==> config.mk <==
export PLATFORM = sky130hd
export DESIGN_NAME = stc_tx_config
export DESIGN_NICKNAME = d
export VERILOG_FILES = /design/src/design/stc_pkg.sv /design/src/design/stc_tx_config.sv
export SDC_FILE = /design/constraint.sdc
export NUM_CORES = 1
export LEC_CHECK = 0
export ABC_AREA = 1
export BUFFER_PORTS_ARGS = -buffer_cell sky130_fd_sc_hd__buf_4
export CAP_MARGIN = 30
export CELL_PAD_IN_SITES_DETAIL_PLACEMENT = 1
export CELL_PAD_IN_SITES_GLOBAL_PLACEMENT = 1
export CORE_MARGIN = 5
export CORE_UTILIZATION = 40
export CTS_CLUSTER_SIZE = 24
export DETAILED_ROUTE_END_ITERATION = 10
export PLACE_DENSITY_LB_ADDON = 0.1
export SYNTH_ARGS = -nofsm -noshare
export SYNTH_HDL_FRONTEND = slang
export SYNTH_SLANG_ARGS = --single-unit
==> constraint.sdc <==
create_clock -name CLOCK -period 3.1 [get_ports CLOCK]
set_input_delay 0.31 -clock CLOCK [delete_from_list [all_inputs] [get_ports CLOCK]]
set_output_delay 0.31 -clock CLOCK [all_outputs]
set_load 0.02 [all_outputs]
==> src/design/stc_pkg.sv <==
package stc_pkg;
	// line rate codes
	typedef enum logic [2:0] {
		STC_RATE_STS1,
		STC_RATE_STS3,
		STC_RATE_OC1,
		STC_RATE_OC3,
		STC_RATE_OC12,
		STC_RATE_DS1,
		STC_RATE_DS3
	} stc_rate_t;

	// payload mapping codes
	typedef enum logic [1:0] {
		STC_MAP_BULK_EQ,
		STC_MAP_BULK_UNEQ,
		STC_MAP_DS3,
		STC_MAP_VT15
	} stc_map_t;

	// transmit clock sources
	typedef enum logic [1:0] {
		STC_CLK_INTERNAL,
		STC_CLK_RECOVERED,
		STC_CLK_EXTERNAL
	} stc_clk_t;

	// linkage modes
	typedef enum logic [1:0] {
		STC_LINK_SEPARATE,
		STC_LINK_COUPLED,
		STC_LINK_THROUGH
	} stc_link_t;

	// one side's signal settings
	typedef struct packed {
		stc_rate_t rate;
		stc_map_t mapping;
		logic optical;
	} stc_side_t;

	// transmit-only settings
	typedef struct packed {
		stc_clk_t clk_src;
		logic cross_connect_level;
		logic concat;
		logic [3:0] selected_sts_channel;
	} stc_txopt_t;

	localparam int STC_ADDR_W = 4;
	localparam logic [STC_ADDR_W-1:0] STC_OFF_TX_SIG = 4'h0;
	localparam logic [STC_ADDR_W-1:0] STC_OFF_RX_SIG = 4'h1;
	localparam logic [STC_ADDR_W-1:0] STC_OFF_TX_OPT = 4'h2;
	localparam logic [STC_ADDR_W-1:0] STC_OFF_LINK = 4'h3;
	localparam logic [STC_ADDR_W-1:0] STC_OFF_STATUS = 4'h4;

	localparam int STC_SIDE_W = $bits(stc_side_t);
	localparam int STC_OPT_W = $bits(stc_txopt_t);

	// reset values
	localparam stc_side_t STC_SIDE_RST = '{STC_RATE_STS1, STC_MAP_BULK_EQ, 1'b0};
	localparam stc_txopt_t STC_OPT_RST = '{STC_CLK_INTERNAL, 1'b0, 1'b0, 4'h1};

	// sts channel counts per rate
	localparam logic [3:0] STC_STS_ONE = 4'h1;
	localparam logic [3:0] STC_STS_THREE = 4'h3;
	localparam logic [3:0] STC_STS_TWELVE = 4'hc;

	// status bit positions
	localparam int STC_ST_COUPLED = 0;
	localparam int STC_ST_THROUGH = 1;
	localparam int STC_ST_REJECT = 2;
	localparam int STC_ST_HIDE = 3;

	// link register fields: mode in the low bits, requesting side above them
	localparam int STC_LINK_MODE_W = $bits(stc_link_t);
	localparam int STC_LINK_RX_MASTER = 2;
endpackage

==> src/design/stc_tx_config.sv <==
// What this block does
// [RL1] transmit rate accepts STS-1, STS-3, OC-1, OC-3, OC-12, DS1 or DS3
// [RL2] only one of sonet or tributary output enabled at a time
// [RL3] non-tributary transmit settings are independent of receive settings
// [RL4] writes giving DS1 transmit with DS3 receive are rejected
// [RL5] with tributaries, mappings must match or one side is bulk fill
// [RL6] while coupled, each side's change is copied to the other side
// [RL7] coupling from transmit copies tx to rx; from receive copies rx to tx
// [RL8] coupling status output follows linked or separate state
// [RL9] through mode retransmits received signal at received rate and content
// [RL10] through mode blocks overhead, pointer, timing edits and alarm insertion
// [RL11] through mode forwards without clock recovery
// [RL12] through mode raises link indication and hides transmit parameters
// [RL13] transmit clock is internal, recovered or external reference
// [RL14] electrical line level is high or cross-connect
// [RL15] STS-3/OC-3 layout is three STS-1 or one STS-3c
// [RL16] OC-12 layout is twelve STS-1 or four STS-3c
// [RL17] payload layout is ignored at other rates
// [RL18] above STS-1/OC-1 rate, an STS channel under test is held
// [RL19] channel under test limited to 1 up to channels carried by rate
// [RL20] leaving through mode restores generation in the chosen linkage state
//
// Implementation choices: the address map and the plain strobed port.
`timescale 1ns/10ps
module stc_tx_config
	import stc_pkg::*;
(
	input wire logic CLOCK,
	input wire logic RST,
	input wire logic [STC_ADDR_W-1:0] ADDR,
	input wire logic [15:0] WDATA,
	input wire logic WR,
	input wire logic RD,
	output logic [15:0] RDATA,
	input wire logic EDIT_REQ,
	input wire logic INSERT_REQ,
	output stc_side_t TX_SIG,
	output stc_side_t RX_SIG,
	output stc_txopt_t TX_OPT,
	output logic [1:0] TX_PAYLOAD_SEL,
	output logic SONET_OUT_EN,
	output logic TRIB_OUT_EN,
	output logic THROUGH_EN,
	output logic CLK_RECOVERY_EN,
	output logic EDIT_GRANT,
	output logic INSERT_GRANT,
	output logic COUPLED,
	output logic TX_PARAMS_HIDDEN,
	output logic CONFIG_REJECT
);

	stc_side_t tx_reg, tx_next, rx_reg, rx_next;
	stc_txopt_t opt_reg, opt_next;
	stc_link_t link_reg, link_next;
	logic reject_reg, reject_next;
	logic [15:0] rdata_reg;

	logic wr_tx, wr_rx, wr_opt, wr_link;
	stc_side_t wtx, wrx;
	stc_txopt_t wopt;
	logic through;
	logic [STC_LINK_MODE_W-1:0] wmode;
	logic wmaster;

	assign wr_tx = WR && (ADDR == STC_OFF_TX_SIG);
	assign wr_rx = WR && (ADDR == STC_OFF_RX_SIG);
	assign wr_opt = WR && (ADDR == STC_OFF_TX_OPT);
	assign wr_link = WR && (ADDR == STC_OFF_LINK);
	assign wtx = stc_side_t'(WDATA[STC_SIDE_W-1:0]);
	assign wrx = stc_side_t'(WDATA[STC_SIDE_W-1:0]);
	assign wopt = stc_txopt_t'(WDATA[STC_OPT_W-1:0]);
	assign through = (link_reg == STC_LINK_THROUGH);
	// link write fields: requested mode and whether the receive side asked
	assign wmode = WDATA[STC_LINK_MODE_W-1:0];
	assign wmaster = WDATA[STC_LINK_RX_MASTER];

	function automatic logic is_trib(input stc_rate_t r);
		return (r == STC_RATE_DS1) || (r == STC_RATE_DS3);
	endfunction

	function automatic logic is_bulk(input stc_map_t m);
		return (m == STC_MAP_BULK_EQ) || (m == STC_MAP_BULK_UNEQ);
	endfunction

	function automatic logic rate_ok(input stc_rate_t r);
		return r inside {STC_RATE_STS1, STC_RATE_STS3, STC_RATE_OC1, STC_RATE_OC3,
			STC_RATE_OC12, STC_RATE_DS1, STC_RATE_DS3};
	endfunction

	// a side carries ds1 at that rate or mapped into a vt1.5
	function automatic logic has_ds1(input stc_side_t s);
		return (s.rate == STC_RATE_DS1) || (s.mapping == STC_MAP_VT15);
	endfunction

	// a side carries ds3 at that rate or mapped into the sts payload
	function automatic logic has_ds3(input stc_side_t s);
		return (s.rate == STC_RATE_DS3) || (s.mapping == STC_MAP_DS3);
	endfunction

	// pair legality between transmit and receive settings
	function automatic logic pair_ok(input stc_side_t t, input stc_side_t r);
		logic trib;
		logic map_ok;
		trib = is_trib(t.rate) || is_trib(r.rate) || !is_bulk(t.mapping) ||
			!is_bulk(r.mapping);
		map_ok = (t.mapping == r.mapping) || is_bulk(t.mapping) || is_bulk(r.mapping);
		// [RL4] no ds1 over ds3
		if (has_ds1(t) && has_ds3(r)) begin
			return 1'b0;
		end
		// [RL5] mapping match rule
		if (trib && !map_ok) begin
			return 1'b0;
		end
		return rate_ok(t.rate) && rate_ok(r.rate);
	endfunction

	// number of sts-1 channels carried at a rate
	function automatic logic [3:0] sts_count(input stc_rate_t r);
		unique case (r)
			STC_RATE_STS3, STC_RATE_OC3: return STC_STS_THREE;
			STC_RATE_OC12: return STC_STS_TWELVE;
			default: return STC_STS_ONE;
		endcase
	endfunction

	// settings update: coupling copies, legality check, through-mode freeze
	always_comb begin
		tx_next = tx_reg;
		rx_next = rx_reg;
		opt_next = opt_reg;
		link_next = link_reg;
		reject_next = reject_reg;
		if (wr_link) begin
			link_next = stc_link_t'(wmode);
			// [RL7] master side on entry
			if ((wmode == STC_LINK_COUPLED) && (link_reg != STC_LINK_COUPLED)) begin
				if (wmaster) begin
					tx_next = rx_reg;
				end else begin
					rx_next = tx_reg;
				end
			end
			// undefined mode code leaves the linkage unchanged
			if (wmode > STC_LINK_THROUGH) begin
				link_next = link_reg;
			end
			reject_next = 1'b0;
		end else if ((wr_tx || wr_rx) && !through) begin
			// [RL6] mirror while coupled
			if (wr_tx) begin
				tx_next = wtx;
				if (link_reg == STC_LINK_COUPLED) begin
					rx_next = wtx;
				end
			end else begin
				rx_next = wrx;
				if (link_reg == STC_LINK_COUPLED) begin
					tx_next = wrx;
				end
			end
			// [RL1] [RL3] checked per pair
			reject_next = !pair_ok(tx_next, rx_next);
			if (reject_next) begin
				tx_next = tx_reg;
				rx_next = rx_reg;
			end
		end else if (wr_opt && !through) begin
			// [RL13] clock source legal
			if (!(wopt.clk_src inside {STC_CLK_INTERNAL, STC_CLK_RECOVERED,
				STC_CLK_EXTERNAL})) begin
				reject_next = 1'b1;
			end else begin
				opt_next = wopt;
				reject_next = 1'b0;
			end
		end else if (wr_rx && through) begin
			// receive stays editable in through mode
			rx_next = wrx;
			reject_next = !pair_ok(tx_reg, wrx);
			if (reject_next) begin
				rx_next = rx_reg;
			end
		end else if ((wr_tx || wr_opt) && through) begin
			// [RL10] transmit edits refused
			reject_next = 1'b1;
		end
		// [RL19] clamp channel under test
		if (opt_next.selected_sts_channel == 4'h0) begin
			opt_next.selected_sts_channel = STC_STS_ONE;
		end else if (opt_next.selected_sts_channel > sts_count(tx_next.rate)) begin
			opt_next.selected_sts_channel = sts_count(tx_next.rate);
		end
	end

	// settings registers
	always_ff @(posedge CLOCK or posedge RST) begin
		if (RST) begin
			tx_reg <= STC_SIDE_RST;
			rx_reg <= STC_SIDE_RST;
			opt_reg <= STC_OPT_RST;
			link_reg <= STC_LINK_SEPARATE;
			reject_reg <= 1'b0;
		end else begin
			tx_reg <= tx_next;
			rx_reg <= rx_next;
			opt_reg <= opt_next;
			link_reg <= link_next;
			reject_reg <= reject_next;
		end
	end

	// effective transmit configuration and datapath controls
	always_ff @(posedge CLOCK or posedge RST) begin
		if (RST) begin
			TX_SIG <= STC_SIDE_RST;
			RX_SIG <= STC_SIDE_RST;
			TX_OPT <= STC_OPT_RST;
			TX_PAYLOAD_SEL <= 2'h0;
			SONET_OUT_EN <= 1'b0;
			TRIB_OUT_EN <= 1'b0;
			THROUGH_EN <= 1'b0;
			CLK_RECOVERY_EN <= 1'b0;
			COUPLED <= 1'b0;
			TX_PARAMS_HIDDEN <= 1'b0;
			CONFIG_REJECT <= 1'b0;
		end else begin
			// [RL9] through uses received signal
			TX_SIG <= through ? rx_reg : tx_reg;
			RX_SIG <= rx_reg;
			TX_OPT <= opt_reg;
			// [RL15] [RL16] [RL17] layout only at 3 and 12 channel rates
			TX_PAYLOAD_SEL <= (sts_count(tx_reg.rate) == STC_STS_ONE) ? 2'h0 :
				{sts_count(tx_reg.rate) == STC_STS_TWELVE, opt_reg.concat};
			// [RL18] channel held only above basic rate
			if (sts_count(tx_reg.rate) == STC_STS_ONE) begin
				TX_OPT.selected_sts_channel <= STC_STS_ONE;
			end
			// [RL14] level meaningful only electrically
			TX_OPT.cross_connect_level <= opt_reg.cross_connect_level && !tx_reg.optical;
			// [RL2] exclusive outputs
			SONET_OUT_EN <= !is_trib(through ? rx_reg.rate : tx_reg.rate);
			TRIB_OUT_EN <= is_trib(through ? rx_reg.rate : tx_reg.rate);
			THROUGH_EN <= through;
			// [RL11] no recovery on pass-through path
			CLK_RECOVERY_EN <= !through && (opt_reg.clk_src == STC_CLK_RECOVERED);
			// [RL8] coupling visible
			COUPLED <= (link_reg == STC_LINK_COUPLED);
			// [RL12] link indication and hide
			TX_PARAMS_HIDDEN <= through;
			CONFIG_REJECT <= reject_reg;
		end
	end

	// [RL10] insertion and overhead edit gating; a late request is dropped, not queued
	always_ff @(posedge CLOCK or posedge RST) begin
		if (RST) begin
			EDIT_GRANT <= 1'b0;
			INSERT_GRANT <= 1'b0;
		end else begin
			EDIT_GRANT <= EDIT_REQ && !through;
			INSERT_GRANT <= INSERT_REQ && !through;
		end
	end

	// read port, data valid one cycle after the strobe
	always_ff @(posedge CLOCK or posedge RST) begin
		if (RST) begin
			rdata_reg <= 16'h0000;
		end else if (RD) begin
			unique case (ADDR)
				STC_OFF_TX_SIG: rdata_reg <= 16'(tx_reg);
				STC_OFF_RX_SIG: rdata_reg <= 16'(rx_reg);
				STC_OFF_TX_OPT: rdata_reg <= 16'(opt_reg);
				STC_OFF_LINK: rdata_reg <= 16'(link_reg);
				STC_OFF_STATUS: begin
					rdata_reg <= 16'h0000;
					rdata_reg[STC_ST_COUPLED] <= (link_reg == STC_LINK_COUPLED);
					rdata_reg[STC_ST_THROUGH] <= through;
					rdata_reg[STC_ST_REJECT] <= reject_reg;
					rdata_reg[STC_ST_HIDE] <= through;
				end
				default: rdata_reg <= 16'h0000;
			endcase
		end
	end
	assign RDATA = rdata_reg;

	// outputs exclusive
	out_excl_a: assert property (@(posedge CLOCK) disable iff (RST) // [RL2]
		!(SONET_OUT_EN && TRIB_OUT_EN))
		else $error("sonet and tributary outputs both enabled");

	// ds1 over ds3 never held
	no_ds1ds3_a: assert property (@(posedge CLOCK) disable iff (RST) // [RL4]
		!((tx_reg.rate == STC_RATE_DS1) && (rx_reg.rate == STC_RATE_DS3)))
		else $error("ds1 transmit with ds3 receive held");

	// coupled copy from transmit
	copy_tx_a: assert property (@(posedge CLOCK) disable iff (RST) // [RL6]
		(wr_tx && link_reg == STC_LINK_COUPLED && !through) ##1 !reject_reg |->
		rx_reg == tx_reg)
		else $error("coupled transmit change not mirrored");

	// entry from receive side
	entry_rx_a: assert property (@(posedge CLOCK) disable iff (RST) // [RL7]
		(wr_link && wmode == STC_LINK_COUPLED && wmaster &&
		link_reg != STC_LINK_COUPLED) |=> tx_reg == $past(rx_reg))
		else $error("receive-side coupling did not copy rx to tx");

	// status follows link
	couple_stat_a: assert property (@(posedge CLOCK) disable iff (RST) // [RL8]
		COUPLED == ($past(link_reg) == STC_LINK_COUPLED))
		else $error("coupling status stale");

	// insertion blocked in through
	insert_block_a: assert property (@(posedge CLOCK) disable iff (RST) // [RL10]
		through |=> !INSERT_GRANT && !EDIT_GRANT)
		else $error("insertion granted in through mode");

	// no recovery in through
	no_recov_a: assert property (@(posedge CLOCK) disable iff (RST) // [RL11]
		THROUGH_EN |-> !CLK_RECOVERY_EN)
		else $error("clock recovery on while passing through");

	// hidden parameters track through
	hide_params_a: assert property (@(posedge CLOCK) disable iff (RST) // [RL12]
		through |=> TX_PARAMS_HIDDEN && THROUGH_EN)
		else $error("through indication missing");

	// channel bound
	sts_range_a: assert property (@(posedge CLOCK) disable iff (RST) // [RL19]
		opt_reg.selected_sts_channel >= STC_STS_ONE &&
		opt_reg.selected_sts_channel <= sts_count(tx_reg.rate))
		else $error("sts channel out of range");

	// through mode sends the receive settings
	thru_copy_a: assert property (@(posedge CLOCK) disable iff (RST) // [RL9]
		through |=> TX_SIG == $past(rx_reg))
		else $error("through output does not follow receive settings");

	// outside through mode the own transmit settings go out again
	own_tx_a: assert property (@(posedge CLOCK) disable iff (RST) // [RL20]
		!through |=> TX_SIG == $past(tx_reg))
		else $error("transmit settings not restored outside through mode");

	// a transmit write in through mode is refused and leaves nothing behind
	thru_refuse_a: assert property (@(posedge CLOCK) disable iff (RST) // [RL10]
		(wr_tx && through) |=> reject_reg && (tx_reg == $past(tx_reg)))
		else $error("transmit write accepted in through mode");

	// only the three defined clock sources are ever held
	clk_src_a: assert property (@(posedge CLOCK) disable iff (RST) // [RL13]
		opt_reg.clk_src inside {STC_CLK_INTERNAL, STC_CLK_RECOVERED, STC_CLK_EXTERNAL})
		else $error("illegal transmit clock source held");

	// payload layout stays neutral at one-channel rates
	layout_idle_a: assert property (@(posedge CLOCK) disable iff (RST) // [RL17]
		(sts_count(tx_reg.rate) == STC_STS_ONE) |=> TX_PAYLOAD_SEL == 2'h0)
		else $error("payload layout applied at a single-channel rate");

endmodule

# Yosys cells after proc, flatten, opt, wreduce, memory -nomap -nowiden

Index checks and enable logic that the tools add are counted.

Magnitude comparators: 2
Equal/unequal tests: 56
Muxes and demuxes: 72
Bitwise operators: 3
Reductions and logical operators: 85

Operator list:

| cell                                                            | count |
|---|---|
| 6-bit 2-to-1 mux                                                | 21 |
| 3-bit == test, second input constant                            | 15 |
| 8-bit case mux with 5 select lines                              | 1 |
| 1-bit 2-to-1 mux                                                | 38 |
| 4-bit 2-to-1 mux                                                | 8 |
| 7-bit nonzero test                                              | 4 |
| 3-bit by 2-bit == test with 1-bit output, second input constant | 9 |
| 1-bit logical OR                                                | 25 |
| 1-bit logical AND                                               | 19 |
| 2-bit by 1-bit == test with 1-bit output, second input constant | 8 |
| 4-bit case mux with 2 select lines                              | 2 |
| 3-bit by 1-bit == test with 1-bit output, second input constant | 5 |
| 2-bit == test, second input constant                            | 6 |
| 3-bit zero test                                                 | 4 |
| 3-bit nonzero test                                              | 4 |
| 1-bit zero test                                                 | 11 |
| 2-bit zero test                                                 | 5 |
| 4-bit by 1-bit == test with 1-bit output, second input constant | 2 |
| 4-bit by 2-bit == test with 1-bit output, second input constant | 2 |
| 4-bit zero test                                                 | 2 |
| 4-bit AND reduction                                             | 2 |
| 6-bit AND reduction                                             | 1 |
| 5-bit AND reduction                                             | 1 |
| 5-bit nonzero test                                              | 1 |
| other kinds (16)                                                | 22 |

Bits in registers: 69
Input bits: 26
Output and inout port bits: 47
Logic and storage cells: 250

# Longest topological paths before layout

Gate-level depths: netlist of the first run.

Word-level depth: 30
Mapped depth: 23
Depth with buffers taken out: 23

# Least setup slack after synthesis of the first run

Ideal clock, no wire load.

Path type: input port to flip-flop
Start: in WR
End: reg opt_reg[1] in the netlist's numbering
Setup time: 0.079 ns
Arrival: 2.780 ns
Data required time: 3.021 ns
Slack: 0.242 ns
Stages: 21
Buffers on the path: 1
Path through: clkbuf_1 inv_2 nor2_8 nand2_1 nand2_2 inv_2 nand2_1 nor2_1 nor2_1 nand4_1 nand2_1 nand3_1 nand2_2 nand3_2 ha_1 nand2_1 inv_1 o21ai_0 a32oi_1 o21ai_0 a21oi_1

RTL lines:

| what                   | RTL line             | source |
|---|---|---|
| start: declaration     | stc_tx_config.sv:32  | `input wire logic WR,` |
| end signal: assignment | stc_tx_config.sv:207 | `opt_reg <= opt_next;` |
| end: declaration       | stc_tx_config.sv:53  | `stc_txopt_t opt_reg, opt_next;` |

==> results of run 1 <==
==> per-layer routing <==
metal	vias up	routed length [µm]	track usage (%)	share of wire, %
li1	1606	-	-	-
met1	1650	5040	28.8	42
met2	92	5870	37.6	49
met3	17	721	4.64	6.1
met4	0	239	6.96	2.0
met5	-	0	0	0
==> path summary, 6_finish.rpt <==
path,slack (ps),start,endpoint
setup / recovery,70,link_reg[1],opt_reg[0]
hold / removal,90,RST,tx_reg[5]
setup reg to reg,70,link_reg[1],opt_reg[0]
hold reg to reg,410,rx_reg[4],RX_SIG[4]
max in group asynchronous,2270,RST,RX_SIG[3]
min in group CLOCK,190,WDATA[7],opt_reg[7]
==> per-stage QoR <==
| step | instance area [µm²] | std cells |
|---|---|---|
| 6_report | 4530 | 647 |
| 5_1_grt | 4530 | 647 |
| 4_1_cts | 4350 | 640 |
| 3_5_place_dp | 4200 | 624 |
| 3_3_place_gp | 4200 | 624 |
| 2_1_floorplan | 3410 | 435 |
==> critical path: stages, from the launching register on <==
cell and delay, ps:
dfrtp_1 400, buf_4 150, nor2_4 180, nand2_2 80, nand2_2 80, nand2_1 70
nand2_2 100, nand2_1 80, nor2_1 100, nor2_1 60, nand4_1 150, nand2_1 90
nand3_1 90, nand2_2 70, inv_2 80, nand3_4 130, ha_4 300, nand2_1 50
inv_1 60, o21ai_1 70, a32oi_1 150, buf_4 170, buf_4 120, nand2_1 70
nand2_1 80
==> kinds of logic (layout without fill, tap and decap cells) <==
| kind of cell | Yosys count | after routing | synth area share (%) |
|---|---|---|---|
| flops | 61 | 61 | 45.1 |
| other cells | 1 | 8 | 0.111 |
| simple gates | 193 | 193 | 26.4 |
| fa+ha+maj | 4 | 4 | 1.48 |
| buf+inv | 82 | 189 | 10.5 |
| mux | 5 | 5 | 1.66 |
| compound gates | 82 | 82 | 14.7 |
==> what timing repair did <==
action | in CTS | in global routing
setup buffers | 0 | 7
endpoints found under the setup margin | 0 | 4
gates resized for setup | 0 | 35
==> synth_stat cells (all sizes together) (4+ instances only) <==
master	count	area (µm²)
dfrtp	59	1480
nand4	7	43.8
o221ai	8	70.1
clkbuf	4	15.0
inv	63	236
mux2	5	56.3
buf	14	101
ha	4	50.1
nand2	117	462
nor2	37	198
nor3	4	20.0
a21oi	17	96.4
nand3	26	158
o21ai	40	200
o21a	5	37.5
==> area by class of cell <==
cell class / instances / area (µm²) / share of cell area, %
Sequential cell: 61 / 1530 / 33.7
Clock inverter: 5 / 27.5 / 0.607
Multi-Input combinational cell: 292 / 1650 / 36.4
Timing Repair Buffer: 109 / 822 / 18.1
Tap cell: 105 / 131 / 2.90
Inverter: 64 / 240 / 5.30
Clock buffer: 11 / 131 / 2.90
==> power by group <==
| part | switching, mW | internal, mW | total (mW) | leakage, nW |
|---|---|---|---|---|
| clock network | 0.314 | 0.285 | 0.599 | 0.0829 |
| logic | 1.08 | 0.736 | 1.82 | 1.48 |
| registers | 0.157 | 1.05 | 1.20 | 0.762 |
| total | 1.55 | 2.07 | 3.62 | 2.33 |
==> results.md, run 1 <==
* Worst hold path type: input port to asynchronous set/reset pin
* Slew Limit Fails at 0
* DRT iter0 DRCs at 151
* Vias per cell at 5.20
* P per Cell Area at 798 mW/mm²
* Clock transition at path regs at 80 ps
* Die width at 102 µm
* Seq/Total Area, Yosys at 45.1%
* Kind of end point of the critical path: register
* Tmin final at 3030 ps
* Layout Utilization at 55.2%
* CTS Sinks at 61
* Antenna Violating Nets Remaining at 0
* Worst slack, placed at -55.8 ps
* CTS root buf: clkbuf_8
* Rows at 33
* Final Hold Viols at 0
* Synth unique cells at 41
* Startpoint Class: register
* VDD IR max at 0.691 mV
* Initial antenna violation count at 0
* Final setup fails at 0
* Clock buffer count from CTS at 9
* Post-synth EDFFs at 0
* Starting Density at 41.2%
* First-pass DRT Iterations at 4
* CTS tree: built
* Async S/R FF share, synth at 100%
* HPWL after DPL at 9.25 mm
* First-pass GRT wire length at 17.5 mm
* Period utilisation layout at 97.8%
* Synth-to-layout area growth at 33.8%
* Leak at 2.33 nW
* Clock latency on the worst-skew pair at 340 ps
* Core Area at 0.00822 mm²
* Post-CTS Hold Buffers at 0
* Final routed DRC violation total at 0
* Antenna cells at 0
* Tot GR Track Use at 22.3%
* Share of layout cells above drive strength 1 at 34.5%
* Synth Register Bits at 61
* Crit path arrival time at 3310 ps
* Design Power at 3.62 mW
* Clk_skew at 12.1 ps
* Die area at 0.0104 mm²
* Max-Cap Viols at 0
* TNS Setup at 0 ps
* Largest net degree at the start of global routing at 35
* Clock H-tree levels at 3
* Most common flop cell mapped by yosys: dfrtp_1
* Worst-margin pin slew at 698 ps
* Drt total wl at 11.9 mm
* Die Y at 102 µm
* Slew HR at 53.4%
* Most frequent cells in the layout: 108 x buf_4, 99 x nand2_1, 58 x dfrtp_1
* WHS at 90.4 ps
* GRT overflow at 0
* Synth Warn # at 0
* PortBufs at 56
* Critical path class: register to register
* Average size of a mapped cell at 7.92 µm²
* Layout filler cell count at 1045
* Nets at 567
* FF-to-FF path depth at 24
* Outcome: finished, final reports clean
* Top-Level Pins at 73
* Vias after detailed routing at 3365
* FMAX at 330 MHz
* Mapped Cells at 428
* Largest buffer count on any clock path at 2
* Commonest non-fill, non-tap cell in the layout: buf_4
* Post-Syn Area at 0.00339 mm²
* Maximum fanout along the worst path at 8
* CP required at 3370 ps
* Routed len/inst at 18.3 µm
* PnR worst setup slack at 67.6 ps
* Vias in the first global route at 3316
* Placer Congestion at 0.965
Power figures use the tool's default switching activity.
==> run 2, diff against run 1 <==
Settings changed: HOLD_SLACK_MARGIN from default to 0.12, RECOVER_POWER from default to 100.
==> results.md, run 2 (synthesized netlist as in run 1, its figures left out) <==
* Largest net degree at the start of global routing at 35
* Final routed DRC violation total at 0
* Worst setup endpoint: opt_reg[0]
* P per Cell Area at 798 mW/mm²
* Worst hold path type: input port to register
* Tot GR Track Use at 22.3%
* CTS Sinks at 61
* Leak at 2.33 nW
* FF-to-FF path depth at 24
* Startpoint Class: register
* Die Y at 102 µm
* CTS tree: built
* Crit path arrival time at 3320 ps
* Drt total wl at 11.9 mm
* Antenna Violating Nets Remaining at 0
* Final Hold Viols at 0
* Reg-to-reg startpoint: link_reg[1]
* Vias per cell at 5.21
* Tmin final at 3050 ps
* Worst slack, placed at -55.8 ps
* Synth-to-layout area growth at 34.0%
* Period utilisation layout at 98.3%
* Vias after detailed routing at 3376
* Flop2flop setup slack at 50 ps
* Placer Congestion at 0.965
* Largest buffer count on any clock path at 2
* CTS root buf: clkbuf_8
* Layout filler cell count at 1045
* Die area at 0.0104 mm²
* Rows at 33
* PortBufs at 56
* Clock transition at path regs at 70 ps
* Share of layout cells above drive strength 1 at 34.3%
* Clock buffer count from CTS at 9
* Initial antenna violation count at 0
* Design Power at 3.62 mW
* FMAX at 328 MHz
* Worst setup startpoint: link_reg[1]
* Commonest non-fill, non-tap cell in the layout: buf_4
* Maximum fanout along the worst path at 8
* Kind of end point of the critical path: register
* Clock latency on the worst-skew pair at 340 ps
* Antenna cells at 0
* GRT overflow at 0
* Hold_sp: WDATA[7]
* Post-Place Cells at 624
* Starting Density at 41.2%
* VDD IR max at 0.694 mV
* Vias in the first global route at 3316
* TNS Setup at 0 ps
* First-pass DRT Iterations at 5
* Clk_skew at 12.8 ps
* Top-Level Pins at 73
* CP required at 3370 ps
* First-pass GRT wire length at 17.5 mm
* Routed len/inst at 18.3 µm
* Most frequent cells in the layout: 107 x buf_4, 99 x nand2_1, 58 x dfrtp_1
* Slew HR at 53.1%
* Core Area at 0.00822 mm²
* Layout Utilization at 55.3%
* Worst-margin pin slew at 703 ps
* DRT iter0 DRCs at 141
* Outcome: finished, final reports clean
* Final cell count without fillers at 648
* Die width at 102 µm
* PnR worst setup slack at 51.3 ps
* HPWL after DPL at 9.25 mm
* Reg-to-reg endpoint: opt_reg[0]
* Critical path class: register to register
* Max-Cap Viols at 0
* Clock H-tree levels at 3
* Slew Limit Fails at 0
* Final setup fails at 0
* Nets at 568
[run 2: cell types whose count changed in the layout (fill, tap and decap cells not counted), sizes merged]
cell and change:
dlygate4sd3 +1, buf -1, clkbuf +1
[run 2: how the worst min path moves through the flow]
stage,to,cells past startpoint
final,opt_reg[7],3
after global routing,opt_reg[7],3
after CTS,opt_reg[7],3
after detailed placement,TX_OPT[6],0
after global placement,RX_SIG[4],0
after floorplan,RX_SIG[4],0
[run 2: worst max-delay path, stage by stage, from the launching register on]
cell	delay (ps)
dfrtp_1	400
buf_4	150
nor2_4	180
nand2_2	80
nand2_2	80
nand2_1	70
nand2_2	100
nand2_1	80
nor2_1	100
nor2_1	60
nand4_1	160
nand2_1	90
nand3_1	90
nand2_2	70
inv_2	80
nand3_4	130
ha_4	290
nand2_1	50
inv_1	60
o21ai_1	60
a32oi_1	150
buf_4	170
buf_4	120
nand2_1	60
nand2_1	80
[run 2: cell type report]
type / count / area, µm² / share of cell area [%]
Multi-Input combinational cell: 292 / 1650 / 36.4
Sequential cell: 61 / 1530 / 33.7
Timing Repair Buffer: 110 / 828 / 18.2
Inverter: 64 / 240 / 5.29
Clock buffer: 11 / 131 / 2.89
Tap cell: 105 / 131 / 2.89
Clock inverter: 5 / 27.5 / 0.606
[run 2: metrics by stage]
step,area (µm²),hold slack [ps]
final,4540,185
after global routing,4540,189
after CTS,4360,168
after detailed placement,4200,405
after global placement,4200,395
after floorplan,3410,374
[run 2: report_power, final]
part	switching, mW	total, mW	leakage [nW]	internal, mW
logic	1.09	1.82	1.48	0.734
registers	0.157	1.20	0.762	1.05
clock network	0.315	0.600	0.0829	0.285
[run 2: metal layers]
layer  up-vias  wire length (µm)  global-route usage (%)
li1       1606                 -                       -
met1      1665              5180                    28.8
met2        84              5880                    37.6
met3        21               559                    4.64
met4         0               258                    6.96
met5         -                 0                       0
[run 2: what timing repair did]
action	4_1_cts	5_1_grt
setup endpoints to repair	0	4
resized for setup	0	35
hold endpoints to repair	30	0
hold buffers	1	0
buffers inserted	0	7
==> run 3, diff against run 2 <==
Settings changed: CORE_ASPECT_RATIO from default to 1.5.
==> results.md, run 3 (synthesized netlist as in run 1, its figures left out) <==
* Outcome: finished, final reports clean
* First-pass DRT Iterations at 4
* Post-DP Area at 0.00412 mm²
* FMAX at 331 MHz
* HPWL after DPL at 9.44 mm
* Startpoint Class: register
* Vias after detailed routing at 3381
* Flop pwr share at 30.0%
* Starting Density at 40.5%
* Die width at 85.1 µm
* Routed len/inst at 18.6 µm
* Vias in the first global route at 3462
* Clk_skew at 9.68 ps
* Unrepaired setup endpoints after global routing: yes
* Clock power share at 24.5%
* Nets at 556
* Clock transition at path regs at 50 ps
* Leak at 2.34 nW
* Placer Congestion at 0.940
* Worst hold path type: input port to register
* Sw frac at 39.9%
* Crit path arrival time at 3240 ps
* Core Area at 0.00836 mm²
* GRT overflow at 0
* Slew Limit Fails at 0
* Slew HR at 65.1%
* CTS tree: built
* Clock H-tree levels at 3
* DRT iter0 DRCs at 186
* Largest buffer count on any clock path at 2
* Vias per cell at 5.30
* Most frequent cells in the layout: 101 x nand2_1, 93 x buf_4, 58 x dfrtp_1
* Tot GR Track Use at 22.9%
* Antenna cells at 0
* Design Power at 4.01 mW
* Initial antenna violation count at 0
* Worst-margin pin slew at 518 ps
* P_sw at 1.60 mW
* Final instance area at 0.00463 mm²
* Drt total wl at 11.9 mm
* Max stage delay on crit path at 460 ps
* Part of the power in combinational logic at 45.4%
* Period utilisation layout at 97.5%
* Kind of end point of the critical path: register
* Tmin final at 3020 ps
* Maximum fanout along the worst path at 7
* CTS Sinks at 61
* P per Cell Area at 867 mW/mm²
* Int Power at 2.41 mW
* Clock latency on the worst-skew pair at 330 ps
* Antenna Violating Nets Remaining at 0
* First-pass GRT wire length at 18.1 mm
* Die Y at 123 µm
* Max-Cap Viols at 0
* VDD IR max at 0.689 mV
* Clock buffer count from CTS at 9
* Final setup fails at 0
* Final Hold Viols at 0
* CP Cell Sequence: inv_2 -> nor2_4 -> buf_4 -> nor3_1 -> inv_1 -> nor2_1 -> a22oi_1 -> nand2_4 -> nand3_4 -> ha_4 -> nand2_2 -> inv_2 -> o21ai_2 -> a32oi_1 -> buf_4 -> buf_6 -> a21oi_1
* Final routed DRC violation total at 0
* CP required at 3310 ps
* CP delay by family, top: simple AND/OR/NAND/NOR gates
* Die area at 0.0104 mm²
* Largest net degree at the start of global routing at 34
* Top-Level Pins at 73
* CP max stage cell: dfrtp_2
* Synth-to-layout area growth at 36.5%
* PortBufs at 56
* Rows at 41
* Critical path class: register to register
* Share of layout cells above drive strength 1 at 33.9%
* CTS root buf: clkbuf_16
* Critical path buffers and inverters at 6
* Commonest non-fill, non-tap cell in the layout: nand2_1
run 3: cell count changes in the layout (fill, tap and decap cells not counted), moves of 3 or more:
cell / delta
o21ai_1: -3
buf_4: -14
clkbuf_8: -8
o21ai_2: +5
clkbuf_16: +9
run 3: power by group through the flow:
stage | Combinational (mW) | Clock, mW | Sequential [mW]
after global routing | 1.99 | 1.04 | 1.24
final | 1.82 | 0.984 | 1.21
after CTS | 1.58 | 1.00 | 1.21
after detailed placement | 1.56 | 0 | 1.22
after floorplan | 0.738 | 0 | 1.34
after global placement | 1.51 | 0 | 1.20
run 3: worst reg2reg max path: cells and delay by family (launching register included):
family          cells  cell delay (ps)
compound gates      4              440
fa+ha+maj           1              300
buf+inv             6              780
flops               1              460
simple gates        6              930
run 3: layout make-up:
| type | count | area [µm²] |
|---|---|---|
| Multi-Input combinational cell | 292 | 1670 |
| Clock inverter | 4 | 47.5 |
| Inverter | 64 | 240 |
| Sequential cell | 61 | 1530 |
| Tap cell | 107 | 134 |
| Timing Repair Buffer | 98 | 754 |
| Fill cell | 1038 | 3740 |
| Clock buffer | 12 | 246 |
run 3: final timing paths:
path	slack, ps	cells after the start	end	start
max reg2reg	80	17	opt_reg[3]	link_reg[0]
max in group asynchronous	2150	4	opt_reg[0]	RST
max	80	17	opt_reg[3]	link_reg[0]
min in group asynchronous	640	4	RDATA[0]	RST
min reg2reg	410	0	TX_OPT[6]	opt_reg[6]
min	190	3	opt_reg[7]	WDATA[7]
run 3: routing by layer:
layer | GRT usage [%] | vias up | share of wire (%)
met5 | 0 | - | 0
li1 | - | 1572 | -
met4 | 10.6 | 0 | 3.6
met2 | 41.4 | 96 | 54
met3 | 3.63 | 30 | 4.2
met1 | 26.3 | 1683 | 38
run 3: timing repair:
action | CTS | global route
endpoints found under the hold margin | 59 | 0
endpoints found under the setup margin | 1 | 4
hold buffers | 1 | 0
pin swaps | 0 | 15
gates resized for setup | 4 | 39
buffers inserted | 0 | 7
run 3: per-stage QoR:
| stage | worst slack (ps) | utilization, % | std cells | hold slack, ps | TNS, ps |
|---|---|---|---|---|---|
| floorplan | 242 | - | 435 | 374 | 0 |
| detailed placement | -139 | 49.3 | 614 | 396 | -439 |
| global route | -154 | 55.3 | 638 | 204 | -560 |
| CTS | 19.1 | 53.0 | 631 | 183 | 0 |
| global placement | 33.1 | 49.3 | 614 | 392 | 0 |
| finish | 76.4 | 55.3 | 638 | 189 | 0 |
